<file path="config.mk">
export PLATFORM = sky130hd
export DESIGN_NAME = dbl_cmd_check
export DESIGN_NICKNAME = d
export VERILOG_FILES = /design/src/logic/dbl_pkg.sv /design/src/logic/dbl_bank.sv /design/src/logic/dbl_cmd_check.sv
export SDC_FILE = /design/constraint.sdc
export NUM_CORES = 1
export LEC_CHECK = 0
export BUFFER_PORTS_ARGS = -buffer_cell sky130_fd_sc_hd__buf_2
export CORE_ASPECT_RATIO = 0.8
export CORE_UTILIZATION = 58
export DETAILED_ROUTE_END_ITERATION = 8
export GPL_ROUTABILITY_DRIVEN = 0
export PLACE_DENSITY = 0.84
export SLEW_MARGIN = 20
export SYNTH_ARGS = -nofsm -noshare
export SYNTH_HDL_FRONTEND = slang
export SYNTH_HIERARCHICAL = 1
export SYNTH_SLANG_ARGS = --single-unit
</file>
<file path="constraint.sdc">
create_clock -name i_sys_clk -period 4.6 [get_ports i_sys_clk]
set_input_delay 0.46 -clock i_sys_clk [delete_from_list [all_inputs] [get_ports i_sys_clk]]
set_output_delay 0.46 -clock i_sys_clk [all_outputs]
set_load 0.02 [all_outputs]
</file>
<file path="src/logic/dbl_pkg.sv">
package dbl_pkg;
  // Bank count and address widths.
  localparam int unsigned DBL_BANKS = 8;
  localparam int unsigned DBL_BA_W = 3;
  localparam int unsigned DBL_AP_BIT = 10;
  localparam int unsigned DBL_ADDR_W = 14;
  // Clock period in picoseconds.
  localparam int unsigned DBL_TCK_PS = 50000;
  // Timing figures in picoseconds.
  localparam int unsigned DBL_TRP_PS = 15000;
  localparam int unsigned DBL_TRCD_PS = 15000;
  localparam int unsigned DBL_TWR_PS = 15000;
  localparam int unsigned DBL_TRFC_PS = 127500;
  // Burst and mode register delay in clocks.
  localparam int unsigned DBL_TMRD_CK = 2;
  localparam int unsigned DBL_BL_CK = 4;
  // Derived least counts, rounded up, at least one.
  localparam int unsigned DBL_TRP_CK =
    (DBL_TRP_PS + DBL_TCK_PS - 1) / DBL_TCK_PS;
  localparam int unsigned DBL_TRCD_CK =
    (DBL_TRCD_PS + DBL_TCK_PS - 1) / DBL_TCK_PS;
  localparam int unsigned DBL_TWR_CK =
    (DBL_TWR_PS + DBL_TCK_PS - 1) / DBL_TCK_PS;
  localparam int unsigned DBL_TRFC_CK =
    (DBL_TRFC_PS + DBL_TCK_PS - 1) / DBL_TCK_PS;
  localparam int unsigned DBL_TMR_W = 4;
  // Per bank state codes.
  typedef enum logic [2:0] {
    DBL_IDLE = 3'h0,
    DBL_ACTIVATING = 3'h1,
    DBL_ACTIVE = 3'h2,
    DBL_BURST_AP = 3'h3,
    DBL_WREC = 3'h4,
    DBL_WREC_AP = 3'h5,
    DBL_PRECHARGING = 3'h6
  } dbl_bank_t;
  // Decoded commands.
  typedef enum logic [2:0] {
    DBL_C_NOP = 3'h0,
    DBL_C_READ = 3'h1,
    DBL_C_WRITE = 3'h2,
    DBL_C_ACT = 3'h3,
    DBL_C_PRE = 3'h4,
    DBL_C_REF = 3'h5,
    DBL_C_MRS = 3'h6
  } dbl_cmd_t;
endpackage
</file>
<file path="src/logic/dbl_bank.sv">
`timescale 1ns/1ps
// One bank's state and countdown timer.
module dbl_bank
  import dbl_pkg::*;
(
  input wire logic i_sys_clk, // System clock.
  input wire logic i_rst_n, // Synchronous reset, active low.
  input wire logic i_hit, // Legal command addressed to this bank.
  input wire dbl_cmd_t i_cmd, // Decoded command.
  input wire logic i_ap, // Auto-precharge flag of the command.
  output dbl_bank_t o_state, // Current state.
  output logic o_busy // Transient state, timer running.
);
  typedef struct packed {
    dbl_bank_t st;
    logic [DBL_TMR_W-1:0] tmr;
    logic wr;
  } dbl_bs_t;
  dbl_bs_t s_r;
  dbl_bs_t s_nxt;

  // Time expires when the counter reaches one.
  logic done;
  assign done = (s_r.tmr <= 4'h1);
  assign o_state = s_r.st;
  assign o_busy = (s_r.st != DBL_IDLE) && (s_r.st != DBL_ACTIVE);

  // Next state from the current state and any accepted command.
  always_comb begin
    s_nxt = s_r;
    if (s_r.tmr != 4'h0) begin
      s_nxt.tmr = s_r.tmr - 4'h1;
    end
    unique case (s_r.st)
      DBL_IDLE: begin
        if (i_hit && i_cmd == DBL_C_ACT) begin
          s_nxt.st = DBL_ACTIVATING;
          s_nxt.tmr = DBL_TMR_W'(DBL_TRCD_CK);
        end
      end
      // row active after delay
      DBL_ACTIVATING: begin
        if (done) begin
          s_nxt.st = DBL_ACTIVE;
        end
      end
      DBL_ACTIVE: begin
        if (i_hit && i_cmd == DBL_C_PRE) begin
          s_nxt.st = DBL_PRECHARGING;
          s_nxt.tmr = DBL_TMR_W'(DBL_TRP_CK);
        end else if (i_hit && (i_cmd == DBL_C_WRITE ||
                               i_cmd == DBL_C_READ)) begin
          s_nxt.wr = (i_cmd == DBL_C_WRITE);
          // A plain burst ends in write recovery or stays active.
          s_nxt.st = i_ap ? DBL_BURST_AP :
                     (i_cmd == DBL_C_WRITE ? DBL_WREC : DBL_ACTIVE);
          s_nxt.tmr = DBL_TMR_W'(i_ap ? DBL_BL_CK : DBL_TWR_CK);
        end
      end
      // burst runs to end
      DBL_BURST_AP: begin
        if (done) begin
          s_nxt.st = s_r.wr ? DBL_WREC_AP : DBL_PRECHARGING;
          s_nxt.tmr = DBL_TMR_W'(s_r.wr ? DBL_TWR_CK : DBL_TRP_CK);
        end
      end
      // new write restarts recovery
      DBL_WREC: begin
        if (i_hit && i_cmd == DBL_C_WRITE) begin
          s_nxt.st = i_ap ? DBL_BURST_AP : DBL_WREC;
          s_nxt.wr = 1'b1;
          s_nxt.tmr = DBL_TMR_W'(i_ap ? DBL_BL_CK : DBL_TWR_CK);
        end else if (done) begin
          s_nxt.st = DBL_ACTIVE;
        end
      end
      // precharge after recovery
      DBL_WREC_AP: begin
        if (done) begin
          s_nxt.st = DBL_PRECHARGING;
          s_nxt.tmr = DBL_TMR_W'(DBL_TRP_CK);
        end
      end
      // idle after precharge time
      DBL_PRECHARGING: begin
        if (done) begin
          s_nxt.st = DBL_IDLE;
        end
      end
      default: begin
        s_nxt.st = DBL_IDLE;
      end
    endcase
  end

  // State register.
  always_ff @(posedge i_sys_clk) begin
    if (!i_rst_n) begin
      s_r <= '0;
    end else begin
      s_r <= s_nxt;
    end
  end

  // precharge ends in time
  AST_PRE_TO_IDLE: assert property (@(posedge i_sys_clk)
    disable iff (!i_rst_n)
    $rose(s_r.st == DBL_PRECHARGING) |-> ##1 (s_r.st == DBL_IDLE))
    else $error("Precharge did not end after its time.");
  // activation ends in time
  AST_ACT_TO_ACTIVE: assert property (@(posedge i_sys_clk)
    disable iff (!i_rst_n)
    $rose(s_r.st == DBL_ACTIVATING) |-> ##1 (s_r.st == DBL_ACTIVE))
    else $error("Activation did not end after its time.");
  // recovery then precharge
  AST_WRAP_TO_PRE: assert property (@(posedge i_sys_clk)
    disable iff (!i_rst_n)
    (s_r.st == DBL_WREC_AP) |=> (s_r.st == DBL_PRECHARGING))
    else $error("Recovery with precharge did not precharge.");
endmodule

</file>
<file path="src/logic/dbl_cmd_check.sv">
`timescale 1ns/1ps
// Command legality checker and per bank state keeper.
// Notes on behaviour
// auto-precharge burst: only deselect or no-op
// other banks may take permitted commands
// precharging bank idles after precharge time
// activating bank becomes active after delay
// write recovery accepts new write only
// recovery with precharge then precharges
// refresh blocks every command until done
// mode register set blocks every command
// no burst interrupt at length four; only auto-precharge bursts are timed, plain ones may be cut next clock
// read by read, write by write
// refresh and mode set need idle
// chip select high means deselect
// decode strobes; address ten selects auto
// independent state and timer per bank
module dbl_cmd_check
  import dbl_pkg::*;
(
  input wire logic i_sys_clk, // System clock, 20 MHz.
  input wire logic i_rst_n, // Synchronous reset, active low.
  input wire logic i_cs_n, // Chip select, active low.
  input wire logic i_ras_n, // Row strobe, active low.
  input wire logic i_cas_n, // Column strobe, active low.
  input wire logic i_we_n, // Write enable, active low.
  input wire logic [DBL_BA_W-1:0] i_ba, // Bank address.
  input wire logic [DBL_ADDR_W-1:0] i_addr, // Address.
  output logic o_illegal, // Pulse: last command was illegal.
  output logic o_accept, // Pulse: last command was taken.
  output logic o_all_idle, // All banks idle, no device wait.
  output logic [DBL_BANKS-1:0] o_bank_busy // Per bank transient state.
);
  // Pins pass two flip-flops before any logic reads them.
  typedef struct packed {
    logic [3:0] p1;
    logic [3:0] p2;
    logic [DBL_BA_W-1:0] b1;
    logic [DBL_BA_W-1:0] b2;
    logic a1;
    logic a2;
    logic [DBL_TMR_W-1:0] glob;
    logic illegal;
    logic accept;
    logic all_idle;
    logic [DBL_BANKS-1:0] busy;
  } dbl_st_t;
  dbl_st_t s_r;
  dbl_st_t s_nxt;

  dbl_cmd_t cmd;
  logic [DBL_BANKS-1:0] hit;
  logic [DBL_BANKS-1:0] idle;
  logic [DBL_BANKS-1:0] bbusy;
  dbl_bank_t st [DBL_BANKS];
  logic legal;
  logic ap;
  dbl_bank_t tgt;

  // command decode
  always_comb begin
    cmd = DBL_C_NOP;
    // chip select high ignored
    if (!s_r.p2[3]) begin
      unique case (s_r.p2[2:0])
        3'h7: cmd = DBL_C_NOP;
        3'h5: cmd = DBL_C_READ;
        3'h4: cmd = DBL_C_WRITE;
        3'h3: cmd = DBL_C_ACT;
        3'h2: cmd = DBL_C_PRE;
        3'h1: cmd = DBL_C_REF;
        3'h0: cmd = DBL_C_MRS;
        default: cmd = DBL_C_NOP;
      endcase
    end
  end
  assign ap = s_r.a2;
  assign tgt = st[s_r.b2];

  // Legality of the decoded command against bank and device state.
  always_comb begin
    legal = 1'b1;
    if (cmd != DBL_C_NOP) begin
      // device wait blocks all
      if (s_r.glob != 4'h0) begin
        legal = 1'b0;
      end else if (cmd == DBL_C_REF || cmd == DBL_C_MRS) begin
        // needs all idle
        legal = &idle;
      end else if (cmd == DBL_C_PRE && ap) begin
        // Precharge-all must not disturb a bank in a locked state.
        for (int i = 0; i < DBL_BANKS; i++) begin
          if (!(st[i] == DBL_IDLE || st[i] == DBL_ACTIVE ||
                st[i] == DBL_PRECHARGING)) begin
            legal = 1'b0;
          end
        end
      end else begin
        // judged per target bank
        unique case (tgt)
          DBL_IDLE: legal = (cmd == DBL_C_ACT) || (cmd == DBL_C_PRE);
          DBL_ACTIVE: legal = (cmd != DBL_C_ACT);
          // repeated precharge is a no-op
          DBL_PRECHARGING: legal = (cmd == DBL_C_PRE);
          // only a new write
          DBL_WREC: legal = (cmd == DBL_C_WRITE);
          // locked states
          default: legal = 1'b0;
        endcase
      end
    end
  end

  // one bank per instance
  generate
    for (genvar g = 0; g < DBL_BANKS; g++) begin : g_bank
      assign hit[g] = legal && (cmd == DBL_C_PRE ?
        (ap || s_r.b2 == DBL_BA_W'(g)) : (s_r.b2 == DBL_BA_W'(g)));
      assign idle[g] = (st[g] == DBL_IDLE);
      dbl_bank u_bank (
        .i_sys_clk(i_sys_clk),
        .i_rst_n(i_rst_n),
        .i_hit(hit[g]),
        .i_cmd(cmd),
        .i_ap(ap),
        .o_state(st[g]),
        .o_busy(bbusy[g])
      );
    end
  endgenerate

  // Next values of the synchronisers, device timer and outputs.
  always_comb begin
    s_nxt = s_r;
    s_nxt.p1 = {i_cs_n, i_ras_n, i_cas_n, i_we_n};
    s_nxt.p2 = s_r.p1;
    s_nxt.b1 = i_ba;
    s_nxt.b2 = s_r.b1;
    s_nxt.a1 = i_addr[DBL_AP_BIT];
    s_nxt.a2 = s_r.a1;
    if (s_r.glob != 4'h0) begin
      s_nxt.glob = s_r.glob - 4'h1;
    end
    // refresh cycle wait
    if (legal && cmd == DBL_C_REF) begin
      s_nxt.glob = DBL_TMR_W'(DBL_TRFC_CK);
    end
    // mode register wait
    if (legal && cmd == DBL_C_MRS) begin
      s_nxt.glob = DBL_TMR_W'(DBL_TMRD_CK);
    end
    s_nxt.illegal = !legal;
    s_nxt.accept = legal && (cmd != DBL_C_NOP);
    s_nxt.all_idle = (&idle) && (s_nxt.glob == 4'h0);
    s_nxt.busy = bbusy;
  end

  // Single state register.
  always_ff @(posedge i_sys_clk) begin
    if (!i_rst_n) begin
      s_r <= '0;
      s_r.p1 <= 4'hf;
      s_r.p2 <= 4'hf;
    end else begin
      s_r <= s_nxt;
    end
  end

  assign o_illegal = s_r.illegal;
  assign o_accept = s_r.accept;
  assign o_all_idle = s_r.all_idle;
  assign o_bank_busy = s_r.busy;

  // deselect answers nothing
  AST_CS_HIGH_NOP: assert property (@(posedge i_sys_clk)
    disable iff (!i_rst_n)
    s_r.p2[3] |=> !s_r.illegal && !s_r.accept)
    else $error("Deselect was not treated as no-op.");
  // refresh wait loaded
  AST_REF_BLOCKS: assert property (@(posedge i_sys_clk)
    disable iff (!i_rst_n)
    (legal && cmd == DBL_C_REF) |=> (s_r.glob == 4'h3))
    else $error("Refresh wait not loaded.");
  // mode set wait enforced
  AST_MRS_BLOCKS: assert property (@(posedge i_sys_clk)
    disable iff (!i_rst_n)
    (legal && cmd == DBL_C_MRS) |=> ((s_r.glob == 4'h2) and
    ((cmd != DBL_C_NOP) |=> s_r.illegal)))
    else $error("Mode set wait not enforced.");
  // refresh needs idle
  AST_REF_NEEDS_IDLE: assert property (@(posedge i_sys_clk)
    disable iff (!i_rst_n)
    (cmd == DBL_C_REF && !(&idle)) |=> s_r.illegal)
    else $error("Refresh accepted with a bank open.");
  // mode set needs idle
  AST_MRS_NEEDS_IDLE: assert property (@(posedge i_sys_clk)
    disable iff (!i_rst_n)
    (cmd == DBL_C_MRS && !(&idle)) |=> s_r.illegal)
    else $error("Mode set accepted with a bank open.");
  // burst bank locked
  AST_AP_LOCK: assert property (@(posedge i_sys_clk)
    disable iff (!i_rst_n)
    (tgt == DBL_BURST_AP && cmd inside {DBL_C_READ, DBL_C_WRITE,
     DBL_C_ACT} ) |=> s_r.illegal)
    else $error("Command to auto-precharge burst bank taken.");
  // new write accepted
  AST_WREC_WRITE: assert property (@(posedge i_sys_clk)
    disable iff (!i_rst_n)
    (s_r.glob == 4'h0 && tgt == DBL_WREC && cmd == DBL_C_WRITE) |=>
    s_r.accept)
    else $error("New write during recovery refused.");
  // repeated precharge harmless
  AST_PRE_REPEAT: assert property (@(posedge i_sys_clk)
    disable iff (!i_rst_n)
    (s_r.glob == 4'h0 && tgt == DBL_PRECHARGING && cmd == DBL_C_PRE &&
     !ap) |=> s_r.accept)
    else $error("Repeated precharge was refused.");
  // activating bank locked
  AST_ACT_LOCK: assert property (@(posedge i_sys_clk)
    disable iff (!i_rst_n)
    (tgt == DBL_ACTIVATING && cmd != DBL_C_NOP) |=> s_r.illegal)
    else $error("Command to activating bank taken.");
  // recovering bank locked
  AST_WRAP_LOCK: assert property (@(posedge i_sys_clk)
    disable iff (!i_rst_n)
    (tgt == DBL_WREC_AP && cmd != DBL_C_NOP) |=> s_r.illegal)
    else $error("Command to recovering auto-precharge bank taken.");
endmodule

</file>
# Word-level counts from Yosys, hierarchy flattened
# Index checks and enable logic that the tools add are counted.
op_classes:
  n_addsub: 9
  eq_ne: 142
  n_bitwise: 1
  n_mux: 153
  order_cmp: 9
  reduce_logical: 136
op_table:
  columns: ["op", "n"]
  rows:
  - ["two-way mux 7 bit", 32]
  - ["case mux 3 bit (7 select lines)", 8]
  - ["case mux 4 bit (5 select lines)", 8]
  - ["equality test 3 bit, second input constant", 35]
  - ["!= test 2 x 1 -> 1 bit, second input constant", 48]
  - ["two-way mux 3 bit", 31]
  - ["equality test 3 x 2 -> 1 bit, second input constant", 23]
  - ["two-way mux 8 bit", 8]
  - ["logical AND 1 bit", 53]
  - ["two-way mux 4 bit", 11]
  - ["two-way mux 5 bit", 8]
  - ["AND reduction 5 bit", 8]
  - ["nonzero test 4 bit", 9]
  - ["subtractor 4 x 1 -> 4 bit, second input constant", 9]
  - ["equality test 3 x 1 -> 1 bit, second input constant", 11]
  - ["logical NOT 3 bit", 11]
  - ["less-or-equal comparator 4 x 1 -> 1 bit, second input constant", 8]
  - ["AND reduction 4 bit", 8]
  - ["two-way mux 1 bit", 28]
  - ["logical OR 1 bit", 27]
  - ["!= test 3 x 2 -> 1 bit, second input constant", 9]
  - ["nonzero test 3 bit", 9]
  - ["!= test 3 x 1 -> 1 bit, second input constant", 8]
  - ["case mux 3 bit (6 select lines)", 1]
  - ["other kinds (11)", 39]
totals:
  out_inout_bits: 11
  input_bits: 23
  regBits: 95

# Logic depth before layout (Yosys ltp)
depth:
  depth_word: 20
  depth_mapped: 14
  depth_no_buf: 11

# Hierarchy
# The synthesis kept the hierarchy.
by_module_without_submodules:
  columns: ["module", "area_per_inst_um2", "n_inst", "cells_each"]
  rows:
  - ["dbl_bank (g_bank[0].u_bank ...)", 902.1, 7, 123]
  - ["dbl_cmd_check", 1626.6, 1, 185]
  - ["dbl_bank (g_bank[6].u_bank)", 813.3, 1, 110]

# Least setup slack after synthesis
# Ideal clock, no wire load.
synth_timing:
  path_kind: "register to register"
  from: "register s_r[23] (netlist name)"
  to: "register g_bank[0].u_bank/s_r[3] (netlist name)"
  setup_ns: 0.115
  setup_slack_ns: -0.090
  path_stages_with_launch: 9
  synth_period_minus_slack_ns: 4.690
  arrival_time_ns: 4.575
  required_ns: 4.485
  path_buffers: 2
  path_cell_list: "dfxtp_1 clkbuf_1 a211oi_1 buf_6 xor2_1 mux2i_1 o2111ai_1 a32oi_1 o21a_1"
synth_lines:
  columns: ["item", "line", "source"]
  rows:
  - ["to (signal assigned)", "dbl_bank.sv:101", "s_r <= s_nxt;"]
  - ["to (decl)", "dbl_bank.sv:19", "dbl_bs_t s_r;"]

==> impl_metrics.sql <==
INSERT INTO impl_metrics (metric_group, metric, value, unit) VALUES
('outcome', 'run_status', 'completed', ''),
('setup_path', 'cp_data_arrival_time', '4.33', 'ns'),
('setup_path', 'setup.worst_path.class', 'register to register', ''),
('global_routing', 'antenna_violations_before_repair', '0', ''),
('sta', 'fmax', '246', 'MHz'),
('logic_synthesis', 'yosysTopAreaCellShare', '21.7', '%'),
('logic_synthesis', 'netlist_instances', '1156', ''),
('setup_path', 'cpPeakStageDelay', '0.56', 'ns'),
('pwr', 'pwr-share-clk', '20.5', '%'),
('placement', 'dp.final_hpwl', '14.2', 'mm'),
('setup_path', 'crit_start', 's_r[24]', ''),
('setup_path', 'critical_r2r_capture', 'g_bank[1].u_bank/s_r[3]', ''),
('layout', 'layout.cells.most_common', 'sky130_fd_sc_hd__nand2_1', ''),
('route', 'detail_route.drc_violations', '0', ''),
('sta', 'worst_pin_slew', '0.793', 'ns'),
('setup_path', 'reg2reg_depth', '11', ''),
('setup_path', 'critical_path_depth', '11', ''),
('global_routing', 'global_route.usage.total', '26.8', '%'),
('sta', 'relSlewSlack', '47.0', '%'),
('clocking', 'cts_inserted_buffers', '9', ''),
('pwr', 'combinationalPowerShare', '47.2', '%'),
('setup_path', 'worstSetupEndpoint', 'g_bank[1].u_bank/s_r[3]', ''),
('setup_path', 'worst_path_dominant_cell_family', 'simple AND/OR/NAND/NOR gates', ''),
('setup_path', 'worstReg2RegStart', 's_r[24]', ''),
('clocking', 'clkTransAtPathRegs', '0.07', 'ns'),
('pwr', 'vdd.ir_drop.worst', '0.303', 'mV'),
('route', 'via_count', '8330', ''),
('pwr', 'internal-power', '0.00206', 'W'),
('pwr', 'pd_cells', '403', 'nW/um2'),
('clocking', 'post-cts-setup-buffers', '0', ''),
('sta', 'timing_hold_violations_final', '0', ''),
('pwr', 'cell_leakage_power', '3.35', 'nW'),
('clocking', 'clock_latency_late_sink', '0.36', 'ns'),
('setup_path', 'crit_path_frequent_cell', 'sky130_fd_sc_hd__nor3_1', ''),
('logic_synthesis', 'yosys.area.top_type', 'sky130_fd_sc_hd__dfxtp_1', ''),
('route', 'via_per_inst', '6.43', ''),
('route', 'length_of_the_first_detailed_routing_pass_in_iterations', '6', ''),
('clocking', 'cts_hold_repair.buffers', '0', ''),
('logic_synthesis', 'ys_seq_elements', '95', ''),
('global_routing', 'grt_pass1_wl', '35.0', 'mm'),
('clocking', 'cts_tree', 'built', ''),
('layout', 'finalNetCount', '1154', ''),
('die', 'die-width', '139', 'um'),
('global_routing', 'first_global_vias', '7364', ''),
('sta', 'grt_setup_unrepaired', 'no', ''),
('sta', 'timing_max_transition_violations_final', '0', ''),
('logic_synthesis', 'synth_ff_type', 'sky130_fd_sc_hd__dfxtp_1', ''),
('pwr', 'switching_share', '41.6', '%'),
('route', 'routed_wire_length_per_instance', '15.6', 'um'),
('placement', 'port-buffer-count', '20', ''),
('pwr', 'switching_power', '0.00147', 'W'),
('clocking', 'ctsResizeCount', '0', ''),
('logic_synthesis', 'synth_area_leaders', 'sky130_fd_sc_hd__dfxtp_1 (22%), sky130_fd_sc_hd__nand2_1 (4.7%), sky130_fd_sc_hd__nor2_1 (4.1%)', ''),
('sta', 'fin_setup_tns', '0', 'ns'),
('clocking', 'cts_root_buffer', 'sky130_fd_sc_hd__clkbuf_16', ''),
('clocking', 'cts_max_path_buffers', '2', ''),
('setup_path', 'worst_setup_path_end_kind', 'register', ''),
('clocking', 'clkSinkCount', '95', ''),
('setup_path', 'path_max_fanout', '8', ''),
('logic_synthesis', 'post_synth_instance_area', '8750', 'um2'),
('die', 'die_area', '15600', 'um2'),
('layout', 'fillers', '1249', ''),
('logic_synthesis', 'synth_sequential_area_ratio', '21.7', '%'),
('layout', 'highest_count_cells_in_the_layout_ignoring_fill_and_taps', 'sky130_fd_sc_hd__nand2_1 (110), sky130_fd_sc_hd__dfxtp_1 (95), sky130_fd_sc_hd__nor2_1 (94)', ''),
('setup_path', 'timing.critical_path.slowest_stage_cell', 'sky130_fd_sc_hd__or4_4', ''),
('clocking', 'clock_tree.htree_level_count', '3', ''),
('sta', 'final_clock_skew', '0.00617', 'ns'),
('die', 'die-height', '112', 'um'),
('die', 'boundaryPins', '34', ''),
('logic_synthesis', 'synth_warnings', '6', ''),
('layout', 'antenna_cells_inserted', '0', '');
==> power groups by stage <==
| stage | combinational, W | sequential [W] | clock, W |
|---|---|---|---|
| final | 0.00167 | 0.00114 | 0.000722 |
| after CTS | 0.00165 | 0.00114 | 0.000746 |
| after floorplan | 0.00134 | 0.00112 | 0 |
| after detailed placement | 0.00163 | 0.00116 | 0 |
| after global routing | 0.00189 | 0.00117 | 0.000774 |
| after global placement | 0.00158 | 0.00115 | 0 |
==> Yosys cell counts (all sizes together) (8+ instances only) <==
| cell | instances |
|---|---|
| a211oi | 19 |
| a21oi | 70 |
| a22oi | 13 |
| a311oi | 14 |
| a31oi | 23 |
| a32oi | 8 |
| and2 | 26 |
| and3 | 10 |
| and4bb | 8 |
| buf | 79 |
| clkbuf | 20 |
| dfxtp | 95 |
| ha | 25 |
| inv | 62 |
| mux2i | 17 |
| nand2 | 111 |
| nand2b | 31 |
| nand3 | 26 |
| nand3b | 11 |
| nand4 | 9 |
| nor2 | 96 |
| nor2b | 36 |
| nor3 | 35 |
| nor3b | 10 |
| nor4 | 8 |
| o2111ai | 10 |
| o211a | 14 |
| o211ai | 9 |
| o21a | 9 |
| o21ai | 69 |
| o311ai | 9 |
| o31a | 15 |
| or2b | 8 |
| or3 | 19 |
| or3b | 13 |
| or4 | 8 |
| xnor2 | 11 |
| xor2 | 14 |
==> per-stage QoR <==
| stage | hold WS, ns | setup slack, ns | cell area (um2) | std cells | util (%) |
|---|---|---|---|---|---|
| after CTS | 0.265 | 0.611 | 8770 | 1295 | 60.5 |
| after global routing | 0.278 | 0.326 | 8770 | 1295 | 60.5 |
| after global placement | 0.392 | 0.711 | 8490 | 1279 | 58.6 |
| after floorplan | 0.386 | 0.836 | 8760 | 1156 | - |
| final | 0.276 | 0.531 | 8770 | 1295 | 60.5 |
| after detailed placement | 0.396 | 0.610 | 8490 | 1279 | 58.6 |
==> routing by layer <==
layer	track usage [%]	vias up	share of wire, %
li1	-	4084	-
met1	37.9	3831	46
met2	41.1	382	44
met3	4.47	33	8.4
met4	9.26	0	1.6
met5	0	-	0
==> registers in the layout, indices dropped and copies added (netlist names) <==
name,flops
s_r,11
o_accept,1
o_bank_busy,8
g_bank.u_bank/o_state,24
ap,1
g_bank.u_bank/s_r,40
o_illegal,1
s_nxt,8
o_all_idle,1
==> area by class of cell <==
type | count | area, um2 | share of cell area [%]
inverter | 62 | 233 | 2.65
clock buffer | 9 | 225 | 2.57
sequential | 95 | 1900 | 21.7
timing repair buffer | 38 | 235 | 2.68
multi-input combinational | 900 | 5890 | 67.1
clock inverter | 7 | 56.3 | 0.642
tap | 184 | 230 | 2.62
==> worst min-delay path by stage <==
stage / start / to / slack (ns) / cells past startpoint
6_report: i_cs_n / s_nxt[26] / 0.28 / 2
5_1_grt: i_ras_n / s_nxt[25] / 0.28 / 2
4_1_cts: i_we_n / s_nxt[23] / 0.26 / 2
3_5_place_dp: s_nxt[26] / s_r[26] / 0.40 / 1
3_3_place_gp: s_nxt[23] / s_r[23] / 0.39 / 1
2_1_floorplan: s_nxt[23] / s_r[23] / 0.39 / 1
==> cells by family (layout without fill, tap and decap cells) <==
logic type | Yosys count | count (layout) | synth area share (%)
flip-flops | 95 | 95 | 21.7
buffers and inverters | 161 | 116 | 11.2
AND/OR/NAND/NOR | 507 | 507 | 32.8
multiplexers | 20 | 20 | 2.59
AO/OA/AOI/OAI | 323 | 323 | 25.5
XOR/XNOR | 25 | 25 | 2.59
adder cells (fa/ha/maj) | 25 | 25 | 3.57
==> worst register-to-register path, delay by kind of cell (launching register included) <==
kind               cells  cell delay, ns
AOI/OAI and AO/OA      4            0.90
DFF                    1            0.49
and+or+nand+nor        7            2.57
(Power assumes the default switching activity.)
